**src/cwrw_defines.svh**
```systemverilog
`ifndef CWRW_DEFINES_SVH
`define CWRW_DEFINES_SVH
// ---------------------------------------------------------------------
// Register offsets (byte addresses)
// ---------------------------------------------------------------------
`define CWRW_OFS_CTRL 8'h00
`define CWRW_OFS_STAT 8'h04
`define CWRW_OFS_MASK 8'h08
`define CWRW_OFS_COUNT 8'h0c
// ---------------------------------------------------------------------
// Control field positions
// ---------------------------------------------------------------------
`define CWRW_BIT_IRQ_EN 0
`define CWRW_BIT_RST_EN 1
`define CWRW_BIT_CHG_EN 2
`define CWRW_POS_PERIOD 4
`define CWRW_BIT_UNLOCK 8
`define CWRW_BIT_RESTART 9
// ---------------------------------------------------------------------
// Status field positions
// ---------------------------------------------------------------------
`define CWRW_BIT_ST_TIMEOUT 0
`define CWRW_BIT_ST_WDRF 1
// ---------------------------------------------------------------------
// Reset values and timing
// ---------------------------------------------------------------------
`define CWRW_RST_PERIOD 4'h0
`define CWRW_CHG_WINDOW 3'h4
`define CWRW_OSC_HZ 128000
`define CWRW_CLK_HZ 40000000
`define CWRW_OSC_DIV ((`CWRW_CLK_HZ + `CWRW_OSC_HZ - 1) / `CWRW_OSC_HZ)
`define CWRW_CNT_W 20
`endif

```
**src/cwrw_pkg.sv**
```systemverilog
package cwrw_pkg;
  typedef struct packed {
    logic irq_en;
    logic rst_en;
    logic [3:0] period;
  } cwrw_cfg_t;
  typedef enum logic [1:0] {CWRW_RUN, CWRW_WARNED, CWRW_FIRE} cwrw_state_t;
endpackage

```
**src/cwrw_osc_tick.sv**
```systemverilog
`timescale 1ns/100ps
`include "cwrw_defines.svh"
// Divides clk_sys to the 128 kHz watchdog oscillator tick
module cwrw_osc_tick (
  input wire logic clk_sys,
  input wire logic rst_n,
  input wire logic run,
  output logic tick
);
  localparam int unsigned DIV = `CWRW_OSC_DIV;
  logic [8:0] div_reg;

  always_ff @(posedge clk_sys) begin
    if (!rst_n || !run) begin
      div_reg <= 9'h000;
      tick <= 1'b0;
    end else if (div_reg == 9'(DIV - 1)) begin
      div_reg <= 9'h000;
      tick <= 1'b1;
    end else begin
      div_reg <= div_reg + 9'h001;
      tick <= 1'b0;
    end
  end
endmodule // cwrw_osc_tick

```
**src/cwrw_counter.sv**
```systemverilog
`timescale 1ns/100ps
`include "cwrw_defines.svh"
// Watchdog count with period limit; one-cycle timeout pulse
module cwrw_counter (
  input wire logic clk_sys,
  input wire logic rst_n,
  input wire logic clear,
  input wire logic tick,
  input wire logic [3:0] period,
  output logic [`CWRW_CNT_W-1:0] count,
  output logic timeout
);
  function automatic logic [`CWRW_CNT_W-1:0] limit_of(
    input logic [3:0] p);
    logic [`CWRW_CNT_W-1:0] one;
    one = {{(`CWRW_CNT_W-1){1'b0}}, 1'b1};
    limit_of = (p > 4'd9) ? (one << 11) : (one << (p + 4'd2));
  endfunction

  always_ff @(posedge clk_sys) begin
    if (!rst_n || clear) begin
      count <= '0;
      timeout <= 1'b0;
    end else if (tick && count == limit_of(period) - 1'b1) begin
      count <= '0;
      timeout <= 1'b1;
    end else begin
      count <= count + {{(`CWRW_CNT_W-1){1'b0}}, tick};
      timeout <= 1'b0;
    end
  end
endmodule // cwrw_counter

```
**src/cwrw_top.sv**
```systemverilog
// Added by the designer: the placing of the registers and the AXI4-Lite slave port.
`timescale 1ns/100ps
`include "cwrw_defines.svh"
module cwrw_top #(
  parameter bit FREE_PERIOD = 1'b0
) (
  input wire logic clk_sys,
  input wire logic rst_n,
  input wire logic por_n,
  input wire logic always_on_fuse,
  input wire logic watchdog_restart_instruction,
  input wire logic [7:0] s_axi_awaddr,
  input wire logic s_axi_awvalid,
  output logic s_axi_awready,
  input wire logic [31:0] s_axi_wdata,
  input wire logic [3:0] s_axi_wstrb,
  input wire logic s_axi_wvalid,
  output logic s_axi_wready,
  output logic [1:0] s_axi_bresp,
  output logic s_axi_bvalid,
  input wire logic s_axi_bready,
  input wire logic [7:0] s_axi_araddr,
  input wire logic s_axi_arvalid,
  output logic s_axi_arready,
  output logic [31:0] s_axi_rdata,
  output logic [1:0] s_axi_rresp,
  output logic s_axi_rvalid,
  input wire logic s_axi_rready,
  output logic irq,
  output logic wake,
  output logic sys_reset_req
);
  // -------------------------------------------------------------------
  // State
  // -------------------------------------------------------------------
  cwrw_pkg::cwrw_cfg_t cfg_reg;
  cwrw_pkg::cwrw_state_t state_reg;
  logic [2:0] chg_reg;
  logic [1:0] stat_reg;
  logic [1:0] mask_reg;
  logic [7:0] awaddr_reg;
  logic [31:0] wdata_reg;
  logic [3:0] wstrb_reg;
  logic aw_have_reg;
  logic w_have_reg;
  logic wr_do;
  logic running;
  logic tick;
  logic timeout;
  logic [`CWRW_CNT_W-1:0] count;
  logic rst_eff;
  logic fire_reg;

  // System reset from the watchdog itself leaves config intact
  assign rst_eff = rst_n;
  assign running = cfg_reg.irq_en | cfg_reg.rst_en | always_on_fuse;
  assign wr_do = aw_have_reg & w_have_reg & ~s_axi_bvalid;

  function automatic logic is_ctrl(input logic [7:0] a);
    is_ctrl = (a == `CWRW_OFS_CTRL);
  endfunction

  // -------------------------------------------------------------------
  // Tick and count
  // -------------------------------------------------------------------
  cwrw_osc_tick u_tick (
    .clk_sys(clk_sys),
    .rst_n(rst_n),
    .run(running),
    .tick(tick)
  );

  cwrw_counter u_cnt (
    .clk_sys(clk_sys),
    .rst_n(rst_n),
    .clear(~running | watchdog_restart_instruction | fire_reg),
    .tick(tick),
    .period(cfg_reg.period),
    .count(count),
    .timeout(timeout)
  );

  // -------------------------------------------------------------------
  // AXI4-Lite write channel
  // -------------------------------------------------------------------
  always_ff @(posedge clk_sys) begin
    if (!rst_eff) begin
      aw_have_reg <= 1'b0;
      w_have_reg <= 1'b0;
      awaddr_reg <= 8'h00;
      wdata_reg <= 32'h0000_0000;
      wstrb_reg <= 4'h0;
      s_axi_awready <= 1'b0;
      s_axi_wready <= 1'b0;
      s_axi_bvalid <= 1'b0;
      s_axi_bresp <= 2'h0;
    end else begin
      s_axi_awready <= ~aw_have_reg & ~s_axi_awready & s_axi_awvalid;
      s_axi_wready <= ~w_have_reg & ~s_axi_wready & s_axi_wvalid;
      if (s_axi_awvalid && s_axi_awready) begin
        aw_have_reg <= 1'b1;
        awaddr_reg <= s_axi_awaddr;
      end
      if (s_axi_wvalid && s_axi_wready) begin
        w_have_reg <= 1'b1;
        wdata_reg <= s_axi_wdata;
        wstrb_reg <= s_axi_wstrb;
      end
      if (wr_do) begin
        aw_have_reg <= 1'b0;
        w_have_reg <= 1'b0;
        s_axi_bvalid <= 1'b1;
        s_axi_bresp <= (awaddr_reg[7:4] == 4'h0) ? 2'h0 : 2'h2;
      end else if (s_axi_bvalid && s_axi_bready) begin
        s_axi_bvalid <= 1'b0;
      end
    end
  end

  // -------------------------------------------------------------------
  // Change-enable window
  // -------------------------------------------------------------------
  always_ff @(posedge clk_sys) begin
    if (!rst_eff) begin
      chg_reg <= 3'h0;
    end else if (wr_do && is_ctrl(awaddr_reg) && wstrb_reg[0] &&
                 wdata_reg[`CWRW_BIT_CHG_EN]) begin
      chg_reg <= `CWRW_CHG_WINDOW;
    end else if (chg_reg != 3'h0) begin
      chg_reg <= chg_reg - 3'h1;
    end
  end

  // -------------------------------------------------------------------
  // Configuration and mode sequencing
  // -------------------------------------------------------------------
  always_ff @(posedge clk_sys) begin
    if (!por_n) begin
      cfg_reg <= '{irq_en: 1'b0, rst_en: 1'b0, period: `CWRW_RST_PERIOD};
    end else begin
      if (wr_do && is_ctrl(awaddr_reg) && wstrb_reg[0]) begin
        cfg_reg.irq_en <= wdata_reg[`CWRW_BIT_IRQ_EN];
        if (wdata_reg[`CWRW_BIT_RST_EN]) begin
          cfg_reg.rst_en <= 1'b1;
        end else if (chg_reg != 3'h0) begin
          cfg_reg.rst_en <= 1'b0;
        end
        if (chg_reg != 3'h0 || (FREE_PERIOD && !always_on_fuse)) begin
          cfg_reg.period <= wdata_reg[`CWRW_POS_PERIOD +: 4];
        end
      end
      if (always_on_fuse) begin
        cfg_reg.rst_en <= 1'b1;
        cfg_reg.irq_en <= 1'b0;
      end
      if (timeout && cfg_reg.irq_en && cfg_reg.rst_en) begin
        cfg_reg.irq_en <= 1'b0;
      end
    end
  end

  // Reset request is a one-cycle pulse, one cycle after fire_reg; only por_n resets it
  always_ff @(posedge clk_sys) begin
    if (!por_n) begin
      fire_reg <= 1'b0;
      sys_reset_req <= 1'b0;
      wake <= 1'b0;
      state_reg <= cwrw_pkg::CWRW_RUN;
    end else begin
      fire_reg <= timeout & (cfg_reg.rst_en | always_on_fuse) &
                  ~cfg_reg.irq_en;
      sys_reset_req <= fire_reg;
      wake <= timeout & cfg_reg.irq_en;
      unique case (state_reg)
        cwrw_pkg::CWRW_RUN:
          if (timeout && cfg_reg.irq_en) state_reg <= cwrw_pkg::CWRW_WARNED;
          else if (fire_reg) state_reg <= cwrw_pkg::CWRW_FIRE;
        cwrw_pkg::CWRW_WARNED:
          if (fire_reg) state_reg <= cwrw_pkg::CWRW_FIRE;
          else if (watchdog_restart_instruction)
            state_reg <= cwrw_pkg::CWRW_RUN;
        cwrw_pkg::CWRW_FIRE:
          state_reg <= cwrw_pkg::CWRW_RUN;
      endcase
    end
  end

  // -------------------------------------------------------------------
  // Status, mask, interrupt
  // -------------------------------------------------------------------
  always_ff @(posedge clk_sys) begin
    if (!por_n) begin
      stat_reg <= 2'h0;
      mask_reg <= 2'h0;
      irq <= 1'b0;
    end else begin
      if (wr_do && awaddr_reg == `CWRW_OFS_STAT && wstrb_reg[0])
        stat_reg <= stat_reg & ~wdata_reg[1:0];
      if (wr_do && awaddr_reg == `CWRW_OFS_MASK && wstrb_reg[0])
        mask_reg <= wdata_reg[1:0];
      if (timeout && cfg_reg.irq_en)
        stat_reg[`CWRW_BIT_ST_TIMEOUT] <= 1'b1;
      if (fire_reg)
        stat_reg[`CWRW_BIT_ST_WDRF] <= 1'b1;
      irq <= |(stat_reg & mask_reg);
    end
  end

  // -------------------------------------------------------------------
  // AXI4-Lite read channel
  // -------------------------------------------------------------------
  always_ff @(posedge clk_sys) begin
    if (!rst_eff) begin
      s_axi_arready <= 1'b0;
      s_axi_rvalid <= 1'b0;
      s_axi_rdata <= 32'h0000_0000;
      s_axi_rresp <= 2'h0;
    end else begin
      s_axi_arready <= ~s_axi_rvalid & ~s_axi_arready & s_axi_arvalid;
      if (s_axi_arvalid && s_axi_arready) begin
        s_axi_rvalid <= 1'b1;
        s_axi_rresp <= 2'h0;
        unique case (s_axi_araddr)
          `CWRW_OFS_CTRL: s_axi_rdata <= {24'h000000, cfg_reg.period,
                                           1'b0, chg_reg != 3'h0,
                                           cfg_reg.rst_en, cfg_reg.irq_en};
          `CWRW_OFS_STAT: s_axi_rdata <= {30'h0, stat_reg};
          `CWRW_OFS_MASK: s_axi_rdata <= {30'h0, mask_reg};
          `CWRW_OFS_COUNT: s_axi_rdata <= {12'h000, count};
          default: begin
            s_axi_rdata <= 32'h0000_0000;
            s_axi_rresp <= 2'h2;
          end
        endcase
      end else if (s_axi_rvalid && s_axi_rready) begin
        s_axi_rvalid <= 1'b0;
      end
    end
  end

  // -------------------------------------------------------------------
  // Checks
  // -------------------------------------------------------------------
  first_warn_a: assert property (
    @(posedge clk_sys) disable iff (!por_n)
    timeout && cfg_reg.irq_en && cfg_reg.rst_en |=> !cfg_reg.irq_en)
    else $error("interrupt mode not cleared on first timeout");
  restart_clear_a: assert property (
    @(posedge clk_sys) disable iff (!rst_n)
    watchdog_restart_instruction |=> count == '0)
    else $error("restart did not clear count");
  fire_flag_a: assert property (
    @(posedge clk_sys) disable iff (!por_n)
    fire_reg |=> stat_reg[1] && sys_reset_req)
    else $error("reset flag missing after watchdog reset");
  fire_state_a: assert property (
    @(posedge clk_sys) disable iff (!por_n)
    state_reg == cwrw_pkg::CWRW_FIRE |-> sys_reset_req)
    else $error("reset request missing in fire state");
  fuse_hold_a: assert property (
    @(posedge clk_sys) disable iff (!por_n)
    always_on_fuse |=> cfg_reg.rst_en)
    else $error("fuse did not hold reset mode");
  timed_off_a: assert property (
    @(posedge clk_sys) disable iff (!por_n)
    chg_reg == 3'h0 && cfg_reg.rst_en |=> cfg_reg.rst_en)
    else $error("reset mode cleared without change-enable");
  period_lock_a: assert property (
    @(posedge clk_sys) disable iff (!por_n)
    chg_reg == 3'h0 && !FREE_PERIOD |=> $stable(cfg_reg.period))
    else $error("period changed without change-enable");
  rst_set_a: assert property (
    @(posedge clk_sys) disable iff (!por_n)
    wr_do && is_ctrl(awaddr_reg) && wstrb_reg[0] &&
    wdata_reg[`CWRW_BIT_RST_EN] |=> cfg_reg.rst_en)
    else $error("reset mode not set by plain write");
  wake_out_a: assert property (
    @(posedge clk_sys) disable iff (!por_n)
    timeout && cfg_reg.irq_en |=> wake)
    else $error("no wake pulse after timeout");
  int_only_a: assert property (
    @(posedge clk_sys) disable iff (!por_n)
    !cfg_reg.rst_en && !always_on_fuse |=> !fire_reg)
    else $error("reset issued in interrupt-only mode");
  flag_set_a: assert property (
    @(posedge clk_sys) disable iff (!por_n)
    timeout && cfg_reg.irq_en |=> stat_reg[`CWRW_BIT_ST_TIMEOUT])
    else $error("timeout flag not set");
  window_end_a: assert property (
    @(posedge clk_sys) disable iff (!rst_n)
    chg_reg == 3'h1 && !wr_do |=> chg_reg == 3'h0)
    else $error("change window did not expire");
  chg_open_a: assert property (
    @(posedge clk_sys) disable iff (!rst_n)
    wr_do && is_ctrl(awaddr_reg) && wstrb_reg[0] &&
    wdata_reg[`CWRW_BIT_CHG_EN] |=> chg_reg == `CWRW_CHG_WINDOW)
    else $error("change window not opened");
  idle_clear_a: assert property (
    @(posedge clk_sys) disable iff (!rst_n)
    !running |=> count == '0)
    else $error("count not cleared while disabled");
endmodule // cwrw_top

```
**config.mk**
```make
export PLATFORM = sky130hd
export DESIGN_NAME = cwrw_top
export DESIGN_NICKNAME = d
export VERILOG_FILES = /design/src/cwrw_pkg.sv /design/src/cwrw_osc_tick.sv /design/src/cwrw_counter.sv /design/src/cwrw_top.sv
export VERILOG_INCLUDE_DIRS = /design/src
export SDC_FILE = /design/constraint.sdc
export NUM_CORES = 1
export LEC_CHECK = 0
export ABC_AREA = 0
export BUFFER_PORTS_ARGS = -buffer_cell sky130_fd_sc_hd__buf_4
export CAP_MARGIN = 25
export CORE_ASPECT_RATIO = 0.7
export CORE_UTILIZATION = 35
export CTS_BUF_LIST = sky130_fd_sc_hd__clkbuf_4 sky130_fd_sc_hd__clkbuf_8
export CTS_CLUSTER_SIZE = 30
export DETAILED_ROUTE_END_ITERATION = 8
export PLACE_DENSITY_LB_ADDON = 0.15
export SYNTH_ARGS = -nofsm -noshare
export SYNTH_HDL_FRONTEND = slang
export SYNTH_SLANG_ARGS = --single-unit
```
**constraint.sdc**
```tcl
create_clock -name clk_sys -period 9.7 [get_ports clk_sys]
set_clock_uncertainty 0.1 [all_clocks]
set_input_delay 1.94 -clock clk_sys [delete_from_list [all_inputs] [get_ports clk_sys]]
set_output_delay 1.94 -clock clk_sys [all_outputs]
set_load 0.005 [all_outputs]
```
* Yosys cells after proc, flatten, opt, wreduce, memory -nomap -nowiden
Cells that the tools add are included.
** Operators by class
- Add/sub/neg operators :: 5
- Order comparisons :: 1
- Equal/unequal tests :: 7
- Shifts and indexed selects :: 1
- Multiplexer cells :: 20
- Bitwise logic cells :: 30
- Reduce and logical (&&, ||, !) cells :: 39
** Operators with widths (count)
- $pmux W20 S4 :: 1
- $eq A8 B4 Y1 const B :: 3
- $add A20 B1 Y20 :: 1
- $eq A20 B20 Y1 :: 1
- $mux W20 :: 1
- $shl A1 B4 Y20 const A :: 1
- $sub A20 B1 Y20 const B :: 1
- $eq A8 B3 Y1 const B :: 2
- $logic_not A8 Y1 :: 2
- $logic_and A1 B1 Y1 :: 15
- $reduce_bool A2 Y1 :: 6
- $and A1 B1 Y1 :: 11
- $mux W1 :: 11
- $not A1 Y1 :: 11
- $reduce_or A2 Y1 :: 5
- $add A9 B1 Y9 const B :: 1
- $eq A9 B9 Y1 const B :: 1
- $mux W2 :: 3
- $mux W3 :: 2
- $reduce_bool A3 Y1 :: 2
- $mux W5 :: 1
- $or A1 B1 Y1 :: 5
- $add A4 B2 Y4 const B :: 1
- $and A2 B2 Y2 :: 2
- other kinds (10) :: 13
** Word-level totals
- Bits in registers :: 108
- Logic and storage cells :: 132

* Logic depth before layout (Yosys ltp)
Gate-level depths: netlist of the first run.
- Word-level depth :: 7
- Gate-level depth with buffers :: 13
- Depth with buffers taken out :: 11

* By module
From an unflattened synthesis of the first run, not the netlist that was laid out.
** Second synthesis, totals
- Cell total of the unflattened synthesis :: 550
- Area total of the unflattened synthesis :: 5084.9 um^2
** By module, submodules not included
- cwrw_top :: times used 1, cells an instance 287, area each 2800.2 um^2
- cwrw_counter :: times used 1, cells an instance 211, area each 1793.0 um^2
- cwrw_osc_tick :: times used 1, cells an instance 52, area each 491.7 um^2

* Worst setup path before layout of the first run
OpenSTA, ideal clock, no wires.
- Path type :: input port to flip-flop
- Start point :: input port always_on_fuse
- End point :: register u_cnt.timeout
- Data arrival time :: 3.158 ns
- Data required time :: 9.460 ns
- Path slack :: 6.302 ns
- Cell stages on the path :: 5
- Cell sequence :: o31ai_1 or3_1 clkbuf_1 clkbuf_1 nor3_1
** On the way
- Cells in the longest elaborated chain, start to end :: 5
** Ends and longest elaborated chain
- start: declaration :: RTL line cwrw_top.sv:10 : input wire logic always_on_fuse,
- $or A1 B1 Y1 :: RTL line cwrw_top.sv:56 : assign running = cfg_reg.irq_en | cfg_reg.rst_en | always_on_fuse;
- $not A1 Y1 :: RTL line cwrw_top.sv:76 : .clear(~running | watchdog_restart_instruction | fire_reg),
- $or A1 B1 Y1 (2 in series) :: RTL line cwrw_top.sv:76
- $logic_or A1 B1 Y1 :: RTL line cwrw_counter.sv:21 : if (!rst_n || clear) begin
- end signal: assignment :: RTL line cwrw_counter.sv:23 : timeout <= 1'b0;
- end signal: assignment :: RTL line cwrw_counter.sv:26 : timeout <= 1'b1;
- end signal: assignment :: RTL line cwrw_counter.sv:29 : timeout <= 1'b0;
- end: declaration :: RTL line cwrw_counter.sv:11 : output logic timeout
No other way between the ends.
A chain may end at the register's enable or synchronous reset.

* Worst setup path in the final report of the first run
- Start point :: register cfg_reg[1] (netlist name)
- End point :: register u_cnt.count[11]
** On the way
- Cells in the longest elaborated chain, start to end :: 7
** Ends and longest elaborated chain
- $add A4 B2 Y4 :: RTL line cwrw_counter.sv:17 : limit_of = (p > 4'd9) ? (one << 11) : (one << (p + 4'd2));
- $shl A1 B4 Y20 :: RTL line cwrw_counter.sv:17
- $mux W20 * :: RTL line cwrw_counter.sv:17
- $sub A20 B1 Y20 * :: RTL line cwrw_counter.sv:24 : end else if (tick && count == limit_of(period) - 1'b1) begin
- $eq A20 B20 Y1 * :: RTL line cwrw_counter.sv:24
- $logic_and A1 B1 Y1 * :: RTL line cwrw_counter.sv:24
- $reduce_or A2 Y1 (no source line) *
- end signal: assignment :: RTL line cwrw_counter.sv:28 : count <= count + {{(`CWRW_CNT_W-1){1'b0}}, tick};
- end: declaration :: RTL line cwrw_counter.sv:10 : output logic [`CWRW_CNT_W-1:0] count,
Mark *: on every way between the ends. The rest lies on a longest branch, timed or not.

==> results of run 1 <==
==> power by group through the flow <==
stage | Sequential, mW | Combinational, mW | Clock, mW
4_1_cts | 0.400 | 0.0692 | 0.245
3_5_place_dp | 0.409 | 0.0688 | 0
6_report | 0.400 | 0.0689 | 0.234
2_1_floorplan | 0.406 | 0.0510 | 0
3_3_place_gp | 0.408 | 0.0649 | 0
5_1_grt | 0.402 | 0.0784 | 0.259
==> logic make-up (layout without fill, tap and decap cells) <==
kind of cell / Yosys count / after routing / share of synthesized area (%)
compound gates: 94 / 94 / 13.9
simple gates: 243 / 243 / 28.4
other cells: 1 / 14 / 0.0819
flops: 93 / 93 / 40.6
buf+inv: 52 / 95 / 5.85
fa+ha+maj: 8 / 8 / 2.19
mux: 8 / 8 / 2.35
xor+xnor: 34 / 34 / 6.66
==> cell usage in the layout (no fill, tap or decap), types with 8 or more instances in the layout <==
master	n
a22oi_1	21
a21oi_1	34
xor2_1	16
dfxtp_1	93
buf_4	66
inv_1	12
nand3_1	38
nor3_2	8
ha_1	8
nand2_1	45
nand2b_1	8
nor3_1	27
clkbuf_8	9
nor2_1	56
nor2b_1	8
xnor2_1	17
conb_1	14
==> critical path, cell delays in order (launching register included) <==
cell and delay [ns]:
dfxtp_1 0.71, ha_1 0.53, nor4b_2 0.58, nand2_1 0.12
ha_1 0.36, inv_1 0.17, a211oi_1 0.07, a311oi_2 0.26
xor2_1 0.30, or3b_1 0.43, nor4_4 0.21, buf_4 0.30
nor3_1 0.08
==> cell type report <==
| type | instances | area share (%) |
|---|---|---|
| inverters | 13 | 0.920 |
| well taps | 162 | 3.82 |
| multi-input cells | 401 | 47.1 |
| repair buffers | 67 | 9.86 |
| clock inverters | 5 | 0.684 |
| clock buffers | 10 | 2.48 |
| flip-flops and latches | 93 | 35.1 |
==> routing by layer <==
layer  global-route usage (%)  part of all wire [%]  vias to the layer above
li1                         -                     -                     1969
met1                     25.4                    52                     1837
met2                     26.0                    41                      103
met3                     4.24                   5.6                       11
met4                     4.87                   1.3                        0
met5                        0                     0                        -
==> how the worst max path moves through the flow <==
stage	slack, ns	from	end
2_1_floorplan	6.30	always_on_fuse	u_cnt.timeout$_SDFF_PP0_
4_1_cts	5.37	cfg_reg[1]$_SDFFE_PN0P_	u_cnt.count[11]$_SDFF_PP0_
6_report	5.34	cfg_reg[1]$_SDFFE_PN0P_	u_cnt.count[11]$_SDFF_PP0_
5_1_grt	5.03	cfg_reg[1]$_SDFFE_PN0P_	u_cnt.count[12]$_SDFF_PP0_
3_5_place_dp	5.44	cfg_reg[1]$_SDFFE_PN0P_	u_cnt.count[12]$_SDFF_PP0_
3_3_place_gp	5.46	cfg_reg[1]$_SDFFE_PN0P_	u_cnt.count[12]$_SDFF_PP0_
==> through the flow <==
| stage | utilization (%) | setup WS, ns | cell area, um^2 |
|---|---|---|---|
| finish | 42.1 | 5.34 | 5300 |
| global route | 42.1 | 5.03 | 5300 |
| CTS | 41.9 | 5.37 | 5280 |
| detailed placement | 40.6 | 5.44 | 5110 |
| global placement | 40.6 | 5.46 | 5110 |
| floorplan | - | 6.30 | 4630 |
==> results.py, run 1 <==
metrics = {
    "status": {
        "status": "finished, violations left",
        "violations": "design-rule violations",
    },
    "power": {
        "p_int_uw": 517,
        "clockPowerShare_pct": 33.3,
        "powerDensity_nw_per_um2": 133,
        "p_seq_share_pct": 56.9,
        "p_sw_share_pct": 26.4,
        "p_leak_nw": 1.93,
        "combPwrFrac_pct": 9.8,
        "peakVddDrop_v": 0.0000856,
        "switching_power_uw": 186,
        "total_power_uw": 703,
    },
    "cts": {
        "cts.sinks": 93,
        "cts_htree_levels": 3,
        "clockBufferDepth": 2,
        "post_cts_buffers": 0,
        "cts_tree": "yes",
        "cts-root-buf": "clkbuf_8",
        "cts_buffers": 9,
        "clkTransAtPathRegs_ns": 0.09,
        "post_cts_resized": 0,
        "ctsHoldBuffers": 0,
        "clock_latency_ns": 0.36,
    },
    "layout": {
        "syn_to_final_growth_pct": 15.8,
        "register_area_um2": 1860,
        "drive_gt1_share_pct": 18.7,
        "final.fill_count": 1273,
        "layout.nets": 655,
        "multi_input_area_um2": 2500,
        "instances_no_fill": 751,
        "n_antenna_cell": 0,
    },
    "route": {
        "drtIter0Drc": 282,
        "finalWirelength_mm": 11.5,
        "viasPerCell": 5.22,
        "num_vias": 3920,
        "drtAntennaViolNets": 0,
        "drcViolationCount": 13,
        "wl_per_cell_um": 15.3,
        "dr.pass1.iters": 6,
    },
    "setup_path": {
        "required_ns": 9.82,
        "path_class": "register to register",
        "r2r_setup_slack_ns": 5.34,
        "r2r-start": "cfg_reg[1]$_SDFFE_PN0P_",
        "r2r-end": "u_cnt.count[11]$_SDFF_PP0_",
        "path_max_fanout": 17,
        "reg2reg_depth": 12,
        "critPathArrivalTime_ns": 4.48,
        "critPathLaunchType": "register",
        "cp-end-kind": "register",
    },
    "min_path": {
        "whs_path_depth": 2,
        "holdCritStartpoint": "awaddr_reg[0]$_SDFFE_PN0P_",
        "holdPathEnd": "awaddr_reg[0]$_SDFFE_PN0P_",
        "hold_path_class": "register to register",
    },
    "synth": {
        "synth_top_area_share_pct": 40.6,
        "synth_ff_type": "dfxtp_1",
        "synth.ff_latch_count": 93,
        "synthTopCellsByCount": "dfxtp_1 (93), nor2_1 (56), nand2_1 (45), nand3_1 (38), a21oi_1 (34)",
        "ys_types": 69,
        "synth_edf_count": 0,
        "yosysMostFrequentCell": "dfxtp_1",
        "syn_inst": 533,
        "synth-async-reset-ratio_pct": 0,
        "synth_top_area_cell": "dfxtp_1",
        "synth_area_leaders": "dfxtp_1 (41%), nor2_1 (4.6%), nand3_1 (4.2%)",
        "yosysSeqAreaShare_pct": 40.6,
        "syn_avg_cell_area_um2": 8.59,
        "yosys_warnings": 0,
        "syn-cell-area_um2": 4580,
    },
    "grt": {
        "antenna_found_initial": 0,
        "grt_use_total_pct": 17.6,
        "grt_max_degree": 29,
        "grt_pass1_wl_mm": 19.0,
        "gr-total-overflow": 0,
        "first_global_vias": 3692,
    },
    "die": {
        "die_w_um": 139,
        "initial_core_util_pct": 36.4,
        "placement_rows": 34,
        "io_pins": 106,
        "die_area_um2": 13600,
        "die_h_um": 97.7,
        "coreArea_um2": 12600,
    },
    "flow_run": {
        "cap_violations": 0,
    },
    "sta": {
        "min_period_ns": 4.36,
        "finalSetupViolCount": 0,
        "fin_tns_setup_ns": 0,
        "rsz0062_at_grt": "false",
        "finalHoldViolCount": 0,
        "tightest_slew_ns": 0.827,
        "maxSlewHeadroom_pct": 44.8,
        "hold_slack_ns": 0.359,
        "timing.final.max_slew_violations": 0,
        "min_period_over_period_pct": 44.9,
        "max_freq_mhz": 229,
    },
    "place": {
        "place_congestion": 0.879,
        "hpwl_mm": 8.47,
        "place.port_buffers": 63,
        "numPlacedInstances": 735,
    },
}
(Power assumes the default switching activity.)
==> inputs of run 2 (changes only) <==
==> constraint.sdc (replaced) <==
create_clock -name clk_sys -period 4.55 [get_ports clk_sys]
set_clock_uncertainty 0.1 [all_clocks]
set_input_delay 0.91 -clock clk_sys [delete_from_list [all_inputs] [get_ports clk_sys]]
set_output_delay 0.91 -clock clk_sys [all_outputs]
set_load 0.005 [all_outputs]
==> run 2 against run 1 <==
  * The run still ends with design-rule violations left
  * Final cell count up 0.67%
  * Design area grew 0.40%
  * Hold slack improved by 0.0019 ns
  * Critical path depth stayed put
  * Clock power rose by 120%
  * Routed wire length up 1.1%
  * Sequential power increased by 110%
  * Largest power group unchanged
  * Largest cell class unchanged
  * Maximum frequency up 12%
==> results.py, run 2 (synthesis results as in run 1) <==
metrics = {
    "status": {
        "status": "finished, violations left",
        "violations": "design-rule violations",
    },
    "route": {
        "dr.pass1.iters": 7,
        "viasPerCell": 5.19,
        "drcViolationCount": 6,
        "drtAntennaViolNets": 0,
        "wl_per_cell_um": 15.4,
        "num_vias": 3926,
        "drtIter0Drc": 321,
        "finalWirelength_mm": 11.6,
    },
    "sta": {
        "max_freq_mhz": 258,
        "min_period_over_period_pct": 85.2,
        "rsz0062_at_grt": "false",
        "timing.final.max_slew_violations": 0,
        "min_period_ns": 3.88,
        "tightest_slew_ns": 1.02,
        "worst_slack_ns": 0.674,
        "fin_tns_setup_ns": 0,
        "finalSetupViolCount": 0,
        "finalHoldViolCount": 0,
        "maxSlewHeadroom_pct": 31.6,
    },
    "cts": {
        "clkTransAtPathRegs_ns": 0.10,
        "post_cts_resized": 0,
        "cts_buffers": 9,
        "cts.sinks": 93,
        "clock_latency_ns": 0.37,
        "cts_tree": "yes",
        "ctsHoldBuffers": 0,
        "cts-root-buf": "clkbuf_8",
        "post_cts_buffers": 0,
        "clockBufferDepth": 2,
        "cts_htree_levels": 3,
    },
    "grt": {
        "grt_use_met1_pct": 26.0,
        "use_met3_pct": 3.99,
        "first_global_vias": 3679,
        "gr-total-overflow": 0,
        "antenna_found_initial": 0,
        "globalRoute.busiestLayer": "met1",
        "grt_max_degree": 29,
        "grt_use_total_pct": 17.8,
        "grt_pass1_wl_mm": 19.0,
        "gr-usage-met2_pct": 25.6,
    },
    "power": {
        "p_int_mw": 1.12,
        "powerDensity_nw_per_um2": 287,
        "p_sw_share_pct": 26.7,
        "combPwrFrac_pct": 9.8,
        "clockPowerShare_pct": 34.4,
        "p_leak_nw": 1.96,
        "p_seq_share_pct": 55.9,
        "peakVddDrop_v": 0.000126,
        "switching_power_uw": 407,
    },
    "setup_path": {
        "r2r_setup_slack_ns": 0.67,
        "cpPeakStageDelay_ns": 0.53,
        "reg2reg_depth": 12,
        "path_class": "register to register",
        "path_max_fanout": 17,
        "cp-end-kind": "register",
        "required_ns": 4.70,
        "critPathLaunchType": "register",
        "r2r-end": "u_cnt.count[5]$_SDFF_PP0_",
        "critPathArrivalTime_ns": 4.03,
        "r2r-start": "cfg_reg[2]$_SDFFE_PN0P_",
        "crit_slowest_cell": "ha_1",
        "cp_cell_sequence": "ha_1, nor3_1, nand2_1, ha_1, inv_1, and4_1, a311oi_2, xor2_1, or3b_1, nor4_4, buf_4, nor3_1",
    },
    "place": {
        "hpwl_mm": 8.60,
        "numPlacedInstances": 740,
        "place.port_buffers": 63,
        "place_worst_setup_slack_ns": 0.730,
        "place_congestion": 0.839,
        "placed_area_um2": 5150,
    },
    "die": {
        "die_w_um": 139,
        "coreArea_um2": 12600,
        "initial_core_util_pct": 36.4,
        "die_h_um": 97.7,
        "placement_rows": 34,
        "die_area_um2": 13600,
        "io_pins": 106,
    },
    "layout": {
        "syn_to_final_growth_pct": 16.3,
        "final_common_cell": "dfxtp_1",
        "n_antenna_cell": 0,
        "final_cell_mix": "dfxtp_1 (93), buf_4 (71), nor2_1 (56)",
        "design_area_um2": 5330,
        "drive_gt1_share_pct": 19.4,
        "final.fill_count": 1306,
        "instances_no_fill": 756,
        "layout.nets": 659,
    },
    "flow_run": {
        "cap_violations": 0,
    },
    "min_path": {
        "whs_path_depth": 2,
        "holdPathEnd": "awaddr_reg[0]$_SDFFE_PN0P_",
        "hold_path_class": "register to register",
        "holdCritStartpoint": "awaddr_reg[0]$_SDFFE_PN0P_",
    },
}
## run 2: worst max-delay path: cells and delay by family (launching register included)
kind | cells | cell delay [ns]
AOI/OAI and AO/OA | 1 | 0.27
xor gates and xnor gates | 1 | 0.31
adders and majority gates | 2 | 0.91
buffers and inverters | 2 | 0.43
DFF | 1 | 0.52
and+or+nand+nor | 6 | 1.20
## run 2: power groups by stage
stage	registers (mW)	logic, mW	clock network [mW]
after global routing	0.856	0.165	0.580
after global placement	0.870	0.139	0
final	0.853	0.149	0.524
after CTS	0.853	0.150	0.539
after detailed placement	0.872	0.150	0
after floorplan	0.865	0.109	0
## run 2: metrics by stage
step	util [%]	power, mW	hold slack (ns)
6_report	42.3	1.53	0.360
3_5_place_dp	40.9	1.02	0.342
5_1_grt	42.3	1.60	0.386
3_3_place_gp	40.9	1.01	0.332
4_1_cts	42.3	1.54	0.364
2_1_floorplan	-	0.974	0.330
## run 2: per-layer routing
metal  part of all wire (%)  wire [um]
met1                     54       6240
met2                     39       4570
met3                    4.8        561
met4                    2.1        249
met5                      0          0
## run 2: area by class of cell
class	count	area (um^2)	share of cell area (%)
multi-input combinational	401	2500	46.9
timing repair buffer	71	533	10.0
inverter	13	48.8	0.916
clock inverter	4	32.5	0.611
sequential	93	1860	35.0
clock buffer	12	146	2.75
tap	162	203	3.81
## run 2: worst max path at each step
stage | start | end | cells after the start
6_report | cfg_reg[2]$_SDFFE_PN0P_ | u_cnt.count[5]$_SDFF_PP0_ | 12
5_1_grt | cfg_reg[2]$_SDFFE_PN0P_ | u_cnt.timeout$_SDFF_PP0_ | 10
4_1_cts | cfg_reg[2]$_SDFFE_PN0P_ | u_cnt.timeout$_SDFF_PP0_ | 11
3_5_place_dp | cfg_reg[2]$_SDFFE_PN0P_ | u_cnt.timeout$_SDFF_PP0_ | 11
3_3_place_gp | cfg_reg[2]$_SDFFE_PN0P_ | u_cnt.timeout$_SDFF_PP0_ | 11
2_1_floorplan | cfg_reg[2]$_SDFFE_PN0P_ | u_cnt.count[6]$_SDFF_PP0_ | 11
